$ cat config.mk
export PLATFORM = sky130hd
export DESIGN_NAME = uart_buffer_spi_commands
export DESIGN_NICKNAME = d
export VERILOG_FILES = /design/src/rtl/uart_buffer_pkg.sv /design/src/rtl/uart_buffer_spi_commands.sv
export VERILOG_INCLUDE_DIRS = /design/src /design/src/rtl
export SDC_FILE = /design/constraint.sdc
export NUM_CORES = 2
export LEC_CHECK = 0
export BUFFER_PORTS_ARGS = -buffer_cell sky130_fd_sc_hd__buf_2
export CORE_MARGIN = 1.5
export CORE_UTILIZATION = 45
export DETAILED_ROUTE_END_ITERATION = 8
export PLACE_DENSITY = 0.62
export SLEW_MARGIN = 20
export SYNTH_ARGS = -nofsm -noshare
export SYNTH_HDL_FRONTEND = slang
export SYNTH_SLANG_ARGS = --single-unit
$ cat constraint.sdc
create_clock -name ref_clk -period 44.9 [get_ports ref_clk]
set_input_delay 2.245 -clock ref_clk [delete_from_list [all_inputs] [get_ports ref_clk]]
set_output_delay 2.245 -clock ref_clk [all_outputs]
set_load 0.03 [all_outputs]
$ cat src/rtl/uart_buffer_defines.svh
`ifndef UART_BUFFER_DEFINES_SVH
`define UART_BUFFER_DEFINES_SVH

// Command codes
`define CMD_TX_CLEAR 8'h20
`define CMD_MSG_READ 8'h91
`define CMD_OLDEST_READ 8'h93
`define CMD_RX_CLEAR 8'hE0
// Upper nibble of the load-queue command groups
`define NIB_LQ_ACCESS 4'hC
`define NIB_LQ_ADVANCE 4'hB
// Highest low nibble inside a load-queue group (location 6)
`define NIB_LQ_TOP 4'hD
// Load-queue geometry
`define LQ_LOCS 7
`define LQ_LAST_LOC 3'h6
`define LQ_PAST_END 3'h7
// Byte framing
`define BIT_FIRST 3'h0
`define BIT_LAST 3'h7
`define ZERO_BYTE 8'h00

`endif

$ cat src/rtl/uart_buffer_pkg.sv
package uart_buffer_pkg;

	// Command phase of one chip-select frame
	typedef enum logic [4:0] {
		ST_CMD = 5'b00001,
		ST_LQWR = 5'b00010,
		ST_LQRD = 5'b00100,
		ST_RXRD = 5'b01000,
		ST_SKIP = 5'b10000
	} cmd_state_t;

	// Serial port pins as they arrive from the host
	typedef struct packed {
		logic sclk;
		logic csN;
		logic mosi;
	} spi_pins_t;

	// One byte from the UART receiver, same clock as the block
	typedef struct packed {
		logic valid;
		logic last;
		logic [7:0] data;
	} rx_write_t;

endpackage

$ cat src/rtl/uart_buffer_spi_commands.sv
// Overview of operation
// - Commands C0..CC write load queue from chosen location; past location 6 ignored.
// - Commands C1..CD read load queue from chosen location; past location 6 reads zero.
// - Command E0 returns receive buffer and its pointers to reset state.
// - Write pointer stalls one behind read pointer; overflow flag is raised.
// - In overflow each new byte overwrites the last stored byte.
// - Command 91 reads receive buffer from current read pointer.
// - Command 93 reads receive buffer from start of oldest unread message.
// - After a message's final byte, reads return 00 and never enter next message.
// - Read pointer advances only after a whole byte is shifted out.
// - Each receive byte read is cleared and freed for new data.
// - Command 20 clears transmit buffer, transmit queue and load-queue pointers.
// - Commands B0..BC advance load-queue pointer, then write; advance occurs regardless.
`timescale 1ns/1ns
`include "uart_buffer_defines.svh"

module uart_buffer_spi_commands #(
	parameter int RX_DEPTH = 62,
	parameter int QUEUES = 4,
	parameter int RW = $clog2(RX_DEPTH),
	parameter int QW = $clog2(QUEUES)
) (
	input wire logic ref_clk,
	input wire logic rst,
	input wire uart_buffer_pkg::spi_pins_t spiIn,
	output logic miso,
	input wire uart_buffer_pkg::rx_write_t rxWrite,
	input wire logic txSent,
	output logic rxOverflow,
	output logic rxEmpty,
	output logic [QW-1:0] ldqPtr,
	output logic [QW-1:0] txqPtr
);
	import uart_buffer_pkg::*;

	////////////////////////////////////////////////////////////////////////////
	// Helpers

	function automatic logic [RW-1:0] incRx(input logic [RW-1:0] p);
		incRx = (p == RW'(RX_DEPTH - 1)) ? '0 : p + RW'(1);
	endfunction

	function automatic logic [RW-1:0] decRx(input logic [RW-1:0] p);
		decRx = (p == '0) ? RW'(RX_DEPTH - 1) : p - RW'(1);
	endfunction

	function automatic logic [QW-1:0] incQ(input logic [QW-1:0] p);
		incQ = (p == QW'(QUEUES - 1)) ? '0 : p + QW'(1);
	endfunction

	////////////////////////////////////////////////////////////////////////////
	// Pin synchronisers; the host clock is far slower than ref_clk

	spi_pins_t pinS1_q, pinS2_q;
	logic sclkPrev_q;

	always_ff @(posedge ref_clk or posedge rst) begin
		if (rst) begin
			pinS1_q <= '{sclk: 1'b0, csN: 1'b1, mosi: 1'b0};
			pinS2_q <= '{sclk: 1'b0, csN: 1'b1, mosi: 1'b0};
			sclkPrev_q <= 1'b0;
		end else begin
			pinS1_q <= spiIn;
			pinS2_q <= pinS1_q;
			sclkPrev_q <= pinS2_q.sclk;
		end
	end

	// Mode 0: sample on rising edge, shift out on falling edge
	logic csActive, sclkRise, sclkFall;
	assign csActive = ~pinS2_q.csN;
	assign sclkRise = csActive & pinS2_q.sclk & ~sclkPrev_q;
	assign sclkFall = csActive & ~pinS2_q.sclk & sclkPrev_q;

	////////////////////////////////////////////////////////////////////////////
	// Command and buffer state

	cmd_state_t state_q, state_d;
	logic [2:0] bitCnt_q, bitCnt_d;
	logic [7:0] inShift_q, inShift_d;
	logic [7:0] outShift_q, outShift_d;
	logic [2:0] idx_q, idx_d;
	logic msgDone_q, msgDone_d;
	logic [QW-1:0] ldq_q, ldq_d, txq_q, txq_d;
	logic [QUEUES-1:0][`LQ_LOCS-1:0][7:0] lq_q, lq_d;
	logic [RX_DEPTH-1:0][7:0] rxMem_q, rxMem_d;
	logic [RX_DEPTH-1:0] rxLast_q, rxLast_d;
	logic [RW-1:0] wr_q, wr_d, rd_q, rd_d, nxt_q, nxt_d;
	logic ovf_q, ovf_d, empty_q, empty_d;

	logic [7:0] rxByte, nextOut;
	logic byteDone, cmdDone, rxAvail;
	assign rxByte = {inShift_q[6:0], pinS2_q.mosi};
	assign byteDone = sclkRise & (bitCnt_q == `BIT_LAST);
	assign cmdDone = byteDone & (state_q == ST_CMD);
	assign rxAvail = ~msgDone_q & (rd_q != wr_q);

	// Byte presented at the start of each data byte
	always_comb begin
		case (state_q)
			ST_LQRD: nextOut = (idx_q <= `LQ_LAST_LOC) ? lq_q[ldq_q][idx_q] : `ZERO_BYTE;
			ST_RXRD: nextOut = rxAvail ? rxMem_q[rd_q] : `ZERO_BYTE;
			default: nextOut = `ZERO_BYTE;
		endcase
	end

	// Next values; clears act before the UART store so a byte in the same cycle survives
	always_comb begin
		state_d = state_q;
		bitCnt_d = bitCnt_q;
		inShift_d = inShift_q;
		outShift_d = outShift_q;
		idx_d = idx_q;
		msgDone_d = msgDone_q;
		ldq_d = ldq_q;
		txq_d = txq_q;
		lq_d = lq_q;
		rxMem_d = rxMem_q;
		rxLast_d = rxLast_q;
		wr_d = wr_q;
		rd_d = rd_q;
		nxt_d = nxt_q;
		ovf_d = ovf_q;
		if (txSent) begin
			txq_d = incQ(txq_q);
		end
		if (!csActive) begin
			state_d = ST_CMD;
			bitCnt_d = `BIT_FIRST;
			outShift_d = `ZERO_BYTE;
		end else begin
			if (sclkRise) begin
				inShift_d = rxByte;
				bitCnt_d = bitCnt_q + 3'h1;
			end
			if (byteDone) begin
				case (state_q)
					ST_CMD: begin
						state_d = ST_SKIP;
						idx_d = rxByte[3:1];
						msgDone_d = 1'b0;
						if (rxByte[7:4] == `NIB_LQ_ACCESS && rxByte[3:0] <= `NIB_LQ_TOP) begin
							state_d = rxByte[0] ? ST_LQRD : ST_LQWR;
						end else if (rxByte[7:4] == `NIB_LQ_ADVANCE && rxByte[3:0] <= `NIB_LQ_TOP
							&& !rxByte[0]) begin
							ldq_d = incQ(ldq_q);
							state_d = ST_LQWR;
						end else if (rxByte == `CMD_MSG_READ) begin
							state_d = ST_RXRD;
						end else if (rxByte == `CMD_OLDEST_READ) begin
							state_d = ST_RXRD;
							rd_d = nxt_q;
						end else if (rxByte == `CMD_TX_CLEAR) begin
							lq_d = '0;
							ldq_d = '0;
							txq_d = '0;
						end else if (rxByte == `CMD_RX_CLEAR) begin
							rxMem_d = '0;
							rxLast_d = '0;
							wr_d = '0;
							rd_d = '0;
							nxt_d = '0;
							ovf_d = 1'b0;
						end
					end
					ST_LQWR: begin
						if (idx_q <= `LQ_LAST_LOC) begin
							lq_d[ldq_q][idx_q] = rxByte;
							idx_d = idx_q + 3'h1;
						end
					end
					ST_LQRD: begin
						if (idx_q <= `LQ_LAST_LOC) begin
							idx_d = idx_q + 3'h1;
						end
					end
					ST_RXRD: begin
						// Commit only here, after the last bit went out
						if (rxAvail) begin
							rxMem_d[rd_q] = `ZERO_BYTE;
							rxLast_d[rd_q] = 1'b0;
							rd_d = incRx(rd_q);
							if (rxLast_q[rd_q]) begin
								msgDone_d = 1'b1;
								nxt_d = incRx(rd_q);
							end
						end
					end
					default: ;
				endcase
			end
			if (sclkFall) begin
				outShift_d = (bitCnt_q == `BIT_FIRST) ? nextOut : {outShift_q[6:0], 1'b0};
			end
		end
		// UART store; on a full ring the newest byte is replaced rather than dropped silently
		if (rxWrite.valid) begin
			if (incRx(wr_d) == rd_d) begin
				ovf_d = 1'b1;
				rxMem_d[decRx(wr_d)] = rxWrite.data;
				rxLast_d[decRx(wr_d)] = rxWrite.last;
			end else begin
				rxMem_d[wr_d] = rxWrite.data;
				rxLast_d[wr_d] = rxWrite.last;
				wr_d = incRx(wr_d);
			end
		end
		empty_d = (wr_d == rd_d);
	end

	// State registers
	always_ff @(posedge ref_clk or posedge rst) begin
		if (rst) begin
			state_q <= ST_CMD;
			bitCnt_q <= `BIT_FIRST;
			inShift_q <= `ZERO_BYTE;
			outShift_q <= `ZERO_BYTE;
			idx_q <= `LQ_PAST_END;
			msgDone_q <= 1'b0;
			ldq_q <= '0;
			txq_q <= '0;
			lq_q <= '0;
			rxMem_q <= '0;
			rxLast_q <= '0;
			wr_q <= '0;
			rd_q <= '0;
			nxt_q <= '0;
			ovf_q <= 1'b0;
			empty_q <= 1'b1;
		end else begin
			state_q <= state_d;
			bitCnt_q <= bitCnt_d;
			inShift_q <= inShift_d;
			outShift_q <= outShift_d;
			idx_q <= idx_d;
			msgDone_q <= msgDone_d;
			ldq_q <= ldq_d;
			txq_q <= txq_d;
			lq_q <= lq_d;
			rxMem_q <= rxMem_d;
			rxLast_q <= rxLast_d;
			wr_q <= wr_d;
			rd_q <= rd_d;
			nxt_q <= nxt_d;
			ovf_q <= ovf_d;
			empty_q <= empty_d;
		end
	end

	// Outputs straight from flops
	assign miso = outShift_q[7];
	assign rxOverflow = ovf_q;
	assign rxEmpty = empty_q;
	assign ldqPtr = ldq_q;
	assign txqPtr = txq_q;

	logic loadByte;
	assign loadByte = sclkFall & (bitCnt_q == `BIT_FIRST);
endmodule

Word-level counts from Yosys, hierarchy flattened
Cells that the tools add are included.
{"block": "totals", "regBits": 840, "out_inout_bits": 7, "inputBits": 16, "wordCells": 343}
{"block": "op_classes", "n_eq_ne": 31, "n_bitwise": 15, "n_mux": 140, "n_reduce_logical": 27, "n_lt_le_gt_ge": 12, "addsub": 7}
{"operator": "$mux W496", "count": 11}
{"operator": "$mux W224", "count": 6}
{"operator": "$bwmux W496", "count": 2}
{"operator": "$pmux W496 S2", "count": 1}
{"operator": "$mux W62", "count": 11}
{"operator": "$and A496 B496 Y496", "count": 1}
{"operator": "$not A496 Y496", "count": 1}
{"operator": "$pmux W224 S2", "count": 1}
{"operator": "$bwmux W224", "count": 1}
{"operator": "$mux W6", "count": 31}
{"operator": "$demux W8 S6", "count": 3}
{"operator": "$bwmux W62", "count": 2}
{"operator": "$pmux W62 S2", "count": 1}
{"operator": "$bmux W56 S2", "count": 1}
{"operator": "$demux W56 S2", "count": 1}
{"operator": "$mux W56", "count": 2}
{"operator": "$mux W8", "count": 11}
{"operator": "$and A62 B62 Y62", "count": 1}
{"operator": "$not A62 Y62", "count": 1}
{"operator": "$bmux W8 S6", "count": 1}
{"operator": "$mux W5", "count": 7}
{"operator": "$mux W2", "count": 15}
{"operator": "$bmux W8 S3", "count": 1}
{"operator": "$demux W8 S3", "count": 1}
{"operator": "48 further kinds", "count": 118}

Logic depth before layout (Yosys ltp)
{"block": "logic_depth", "depth_word": 19, "ltp_mapped": 22, "mapped_depth_nobuf": 18}

Worst setup path before layout
OpenSTA, ideal clock, no wires.
{"block": "synth_timing", "path_kind": "reg2reg", "from": "reg bitCnt_q[0]", "to": "reg rxLast_q[41]", "arrival_time_ns": 4.366, "required_time_ns": 44.779, "path_stages_with_launch": 20, "path_buffers": 2, "setup_time_ns": 0.121, "setup_slack_ns": 40.413, "synth_period_minus_slack_ns": 4.487, "path_cell_list": "dfrtp_1 ha_1 ha_1 nand4bb_4 nor3_2 nand2_1 clkbuf_1 nand2_1 ha_1 nand2_1 nor2_1 nand2_1 o21ai_0 xor2_1 or4_4 buf_6 or4_4 a21oi_4 a21oi_4 a22o_1"}
{"block": "synth_via", "elab_chain_len": 13, "elab_cells_between_ends": 29, "cone_classes": "2 x add/sub; 4 x order compare; 3 x eq/ne; 16 x mux; 1 x bitwise; 3 x reduce/logical"}
{"element": "start, declared", "line_no": "uart_buffer_spi_commands.sv:79", "rtl": "logic [2:0] bitCnt_q, bitCnt_d;"}
{"element": "start signal, assigned", "line_no": "uart_buffer_spi_commands.sv:215", "rtl": "bitCnt_q <= `BIT_FIRST;"}
{"element": "start signal, assigned", "line_no": "uart_buffer_spi_commands.sv:232", "rtl": "bitCnt_q <= bitCnt_d;"}
{"element": "$eq A3 B3 Y1 (no source line) (*)"}
{"element": "$and A1 B1 Y1 (*)", "line_no": "uart_buffer_spi_commands.sv:94", "rtl": "assign byteDone = sclkRise & (bitCnt_q == `BIT_LAST);"}
{"element": "$mux W6", "line_no": "uart_buffer_spi_commands.sv:136", "rtl": "if (byteDone) begin"}
{"element": "$mux W6", "line_no": "uart_buffer_spi_commands.sv:127", "rtl": "if (!csActive) begin"}
{"element": "$sub A6 B1 Y6 / $logic_not A6 Y1 (equally long branches)", "line_no": "uart_buffer_spi_commands.sv:44", "rtl": "decRx = (p == '0) ? RW'(RX_DEPTH - 1) : p - RW'(1);"}
{"element": "$mux W6", "line_no": "uart_buffer_spi_commands.sv:44"}
{"element": "$lt A6 B7 Y1 (implied by the code) / $ge A6 B1 Y1 (equally long branches)", "line_no": "uart_buffer_spi_commands.sv:201", "rtl": "rxLast_d[decRx(wr_d)] = rxWrite.last;"}
{"element": "$logic_and A1 B1 Y1 (implied by the code)", "line_no": "uart_buffer_spi_commands.sv:201"}
{"element": "$mux W1 (implied by the code)", "line_no": "uart_buffer_spi_commands.sv:201"}
{"element": "$demux W1 S6", "line_no": "uart_buffer_spi_commands.sv:201"}
{"element": "$bwmux W62", "line_no": "uart_buffer_spi_commands.sv:201"}
{"element": "$mux W62", "line_no": "uart_buffer_spi_commands.sv:198", "rtl": "if (incRx(wr_d) == rd_d) begin"}
{"element": "$mux W62 (*)", "line_no": "uart_buffer_spi_commands.sv:197", "rtl": "if (rxWrite.valid) begin"}
{"element": "named net rxLast_d[41]", "line_no": "uart_buffer_spi_commands.sv:87", "rtl": "logic [RX_DEPTH-1:0] rxLast_q, rxLast_d;"}
{"element": "end signal, assigned", "line_no": "uart_buffer_spi_commands.sv:241", "rtl": "rxLast_q <= rxLast_d;"}
{"element": "end, declared", "line_no": "uart_buffer_spi_commands.sv:87"}
Mark *: on every way through the listed nets, which the timed path passes. The rest lies on a longest branch.
A chain may end at the register's enable or synchronous reset.

==> metrics <==
status complete, no violations; endpoint type of the worst setup path flip-flop; Mapped Avg Cell Area 9.96 um^2; Crit Reg-Reg Startpoint bitCnt_q[0]$_DFFE_PP0P_; Mapped Area about 43000 um^2; Critical R2R Capture rxMem_q[315]$_DFF_PP0_; CTS tree done; Max-Cap Viols 0; CTS Buffer Depth 3; clk sink count 840; site row count around 110; maximum clock frequency 148 MHz; Initial Utilization between 40% and 50%; H-tree depth 3; count leader, synth dfrtp_1; pwr/cell area 52.6 nW/um^2; IO Pins 23; Arrival @ worst endpoint 7360 ps; total gr overflow 0; initial antenna violation count 5; DR vias/cell around 6.6; hold crit path type flip-flop to flip-flop; cells on worst reg2reg path 18; 1st-pass router iterations 7; DRC Markers 0; final wirelength between 150000 and 200000 um; nets in the synthesized netlist 4304; prevailing post-synth register cell dfrtp_1; number of synthesized flops with an enable pin 0; share of the synthesized area in the top cell type roughly half; vias in the first global route roughly 35000; Final GP Congestion between 0.9 and 1; crit path from bitCnt_q[0]$_DFFE_PP0P_; vias post-DR 36400; Hold Fails Final Rpt 0; Cells after Synth between 4000 and 5000; worst reg-to-reg setup slack about 38000 ps; Netlist cell types between 80 and 90; async set or reset register ratio after synthesis 100%; CP endpoint rxMem_q[315]$_DFF_PP0_; hold_buf cts 0; drt wl/cell 29.6 um; Final #Nets between 4000 and 5000; Final min period between 6000 and 7000 ps; postcts setup bufs 0; clk slew on worst S/H paths roughly 60 ps; worst setup path class flip-flop to flip-flop; Die Ht approximately 310 um; Data required, critical path approximately 45000 ps; Die X-Extent approximately 310 um; Gates resized, CTS repair 0; hold path depth 0; Die Area around 96000 um^2; area of the multi-input gates between 20000 and 25000 um^2; Global Route Usage Sum between 30% and 40%; # port buffers 22; cell taking the most area after synthesis dfrtp_1; first-pass GRT wire length roughly 240000 um; RSZ-0062 raised after global routing false; top post-synthesis cells by area dfrtp_1, mux2i_1, nand2_1, o21ai_0, a22o_1; pin count of the biggest net entering global routing 130; Detail Route Antenna Nets 0; hpwl dp 100000 um; Slew HR 23.9%; area of the core between 90000 and 100000 um^2; Crit Path Max Fanout 50; worst slew pin tran around 1100 ps; Yosys Warn Count 0; leakage approximately 22 nW; sequential-to-total area share from yosys stat 49.4%; Worst VDD drop around 0.03 mV; layout cells sized above 1 between 10% and 20%; setup_tns 0 ps; Area Overhead vs Synth 9.89%; # fillers 8540; FF+latch area between 20000 and 25000 um^2; CTS Buf Count 93; clock latency on the worst-skew pair 700 ps; Post-synth top cells dfrtp_1, nand2_1, mux2i_1; Tcrit/Tclk final 15.1%; final clock skew 46.0 ps; Yosys reg bits between 800 and 900; type of origin of the critical path flip-flop; 1st-iter DRT viols around 4900; CTS Root Cell clkbuf_16; Hold WS 357 ps; Slew Viols, Final 0; Final setup viols 0
[cells by family (layout without fill, tap and decap cells)]
logic type               after synthesis  count (layout)  share of synthesized area (%)
AND/OR/NAND/NOR                     1320            1320                           13.6
AO/OA/AOI/OAI                       1202            1202                           19.3
flip-flops                           840             840                           49.4
multiplexers                         476             476                           13.1
buffers and inverters                397             335                           3.73
XOR/XNOR                              23              23                          0.473
adder cells (fa/ha/maj)               15              15                          0.441
other                                  0               6                              0
[power by group]
part | switching, mW | total (mW) | internal (mW)
clock network | 0.330 | 0.782 | 0.452
logic | 0.366 | 0.573 | 0.207
registers | 0.152 | 1.11 | 0.953
total | 0.848 | 2.46 | 1.61
[layout make-up]
| cell class | instances | share of cell area, % |
|---|---|---|
| clock buffers | 141 | 5.92 |
| multi-input cells | 3036 | 42.9 |
| clock inverters | 21 | 0.562 |
| well taps | 1254 | 3.36 |
| flip-flops and latches | 840 | 45.0 |
| inverters | 65 | 0.538 |
| repair buffers | 108 | 1.66 |
| diodes | 6 | 0.0321 |
[sequential cells by signal, indices dropped and copies added (netlist names), 5 cells and up]
register and cells:
inShift_q 7, lq_q 224, nxt_q 6, outShift_q 8
rd_q 6, rxLast_q 62, rxMem_q 496, state_q 5
wr_q 6
[layer usage]
metal / part of all wire, % / GRT usage (%) / wire (um) / up-vias
met4: 7.1 / 20.4 / 11500 / 8
met2: 43 / 48.6 / 70200 / 2249
met1: 39 / 42.9 / 63000 / 18200
li1: - / - / - / 15300
met3: 10 / 8.84 / 17000 / 622
met5: 0.070 / 0.494 / 113 / -
[stage by stage]
step / cells / area [um^2] / power (mW) / utilization (%) / worst slack [ps]
floorplan: 4273 / 42600 / 1.44 / - / 19070
global placement: 5302 / 43600 / 1.64 / 46.7 / 38390
detailed placement: 5302 / 43600 / 1.65 / 46.7 / 38290
CTS: 5464 / 46700 / 2.43 / 49.9 / 38260
global route: 5465 / 46700 / 2.54 / 50.0 / 37670
finish: 5471 / 46800 / 2.46 / 50.0 / 38120
[worst min path at each step]
stage / start / endpoint / slack, ps
final: pinS1_q[0]$_DFF_PP0_ / pinS2_q[0]$_DFF_PP0_ / 360
after global routing: pinS1_q[0]$_DFF_PP0_ / pinS2_q[0]$_DFF_PP0_ / 370
after CTS: pinS1_q[0]$_DFF_PP0_ / pinS2_q[0]$_DFF_PP0_ / 360
after detailed placement: pinS1_q[2]$_DFF_PP0_ / pinS2_q[2]$_DFF_PP0_ / 340
after global placement: pinS1_q[0]$_DFF_PP0_ / pinS2_q[0]$_DFF_PP0_ / 370
after floorplan: pinS1_q[0]$_DFF_PP0_ / pinS2_q[0]$_DFF_PP0_ / 330
[worst max-delay path, cell delays in order (launching register included)]
cell,delay [ps]
dfrtp_1,380
ha_1,160
ha_1,190
nand4bb_4,200
nor3_2,430
nand2_1,440
nand2_1,390
ha_1,260
nand2_1,80
nor2_1,150
nand2_1,80
o21ai_0,290
xor2_1,260
or4_1,670
nor2_4,720
buf_4,630
nor3_1,130
o21ai_1,850
mux2i_1,300
[cells in the final DEF (no fill, tap or decap), drive strengths merged, types with 23 or more instances in the layout]
master / Yosys / layout
dfrtp: 833 / 833
nand2: 821 / 821
o21ai: 420 / 420
mux2i: 395 / 395
a22oi: 173 / 173
a22o: 162 / 162
nor2: 151 / 151
clkbuf: 235 / 141
a21oi: 110 / 110
buf: 97 / 108
nor3: 92 / 92
nand3: 90 / 90
inv: 64 / 70
mux4: 62 / 62
a31oi: 51 / 51
a221oi: 51 / 51
a221o: 37 / 37
a211oi: 25 / 25
o211ai: 24 / 24
o22ai: 23 / 23
(Power assumes the default switching activity.)
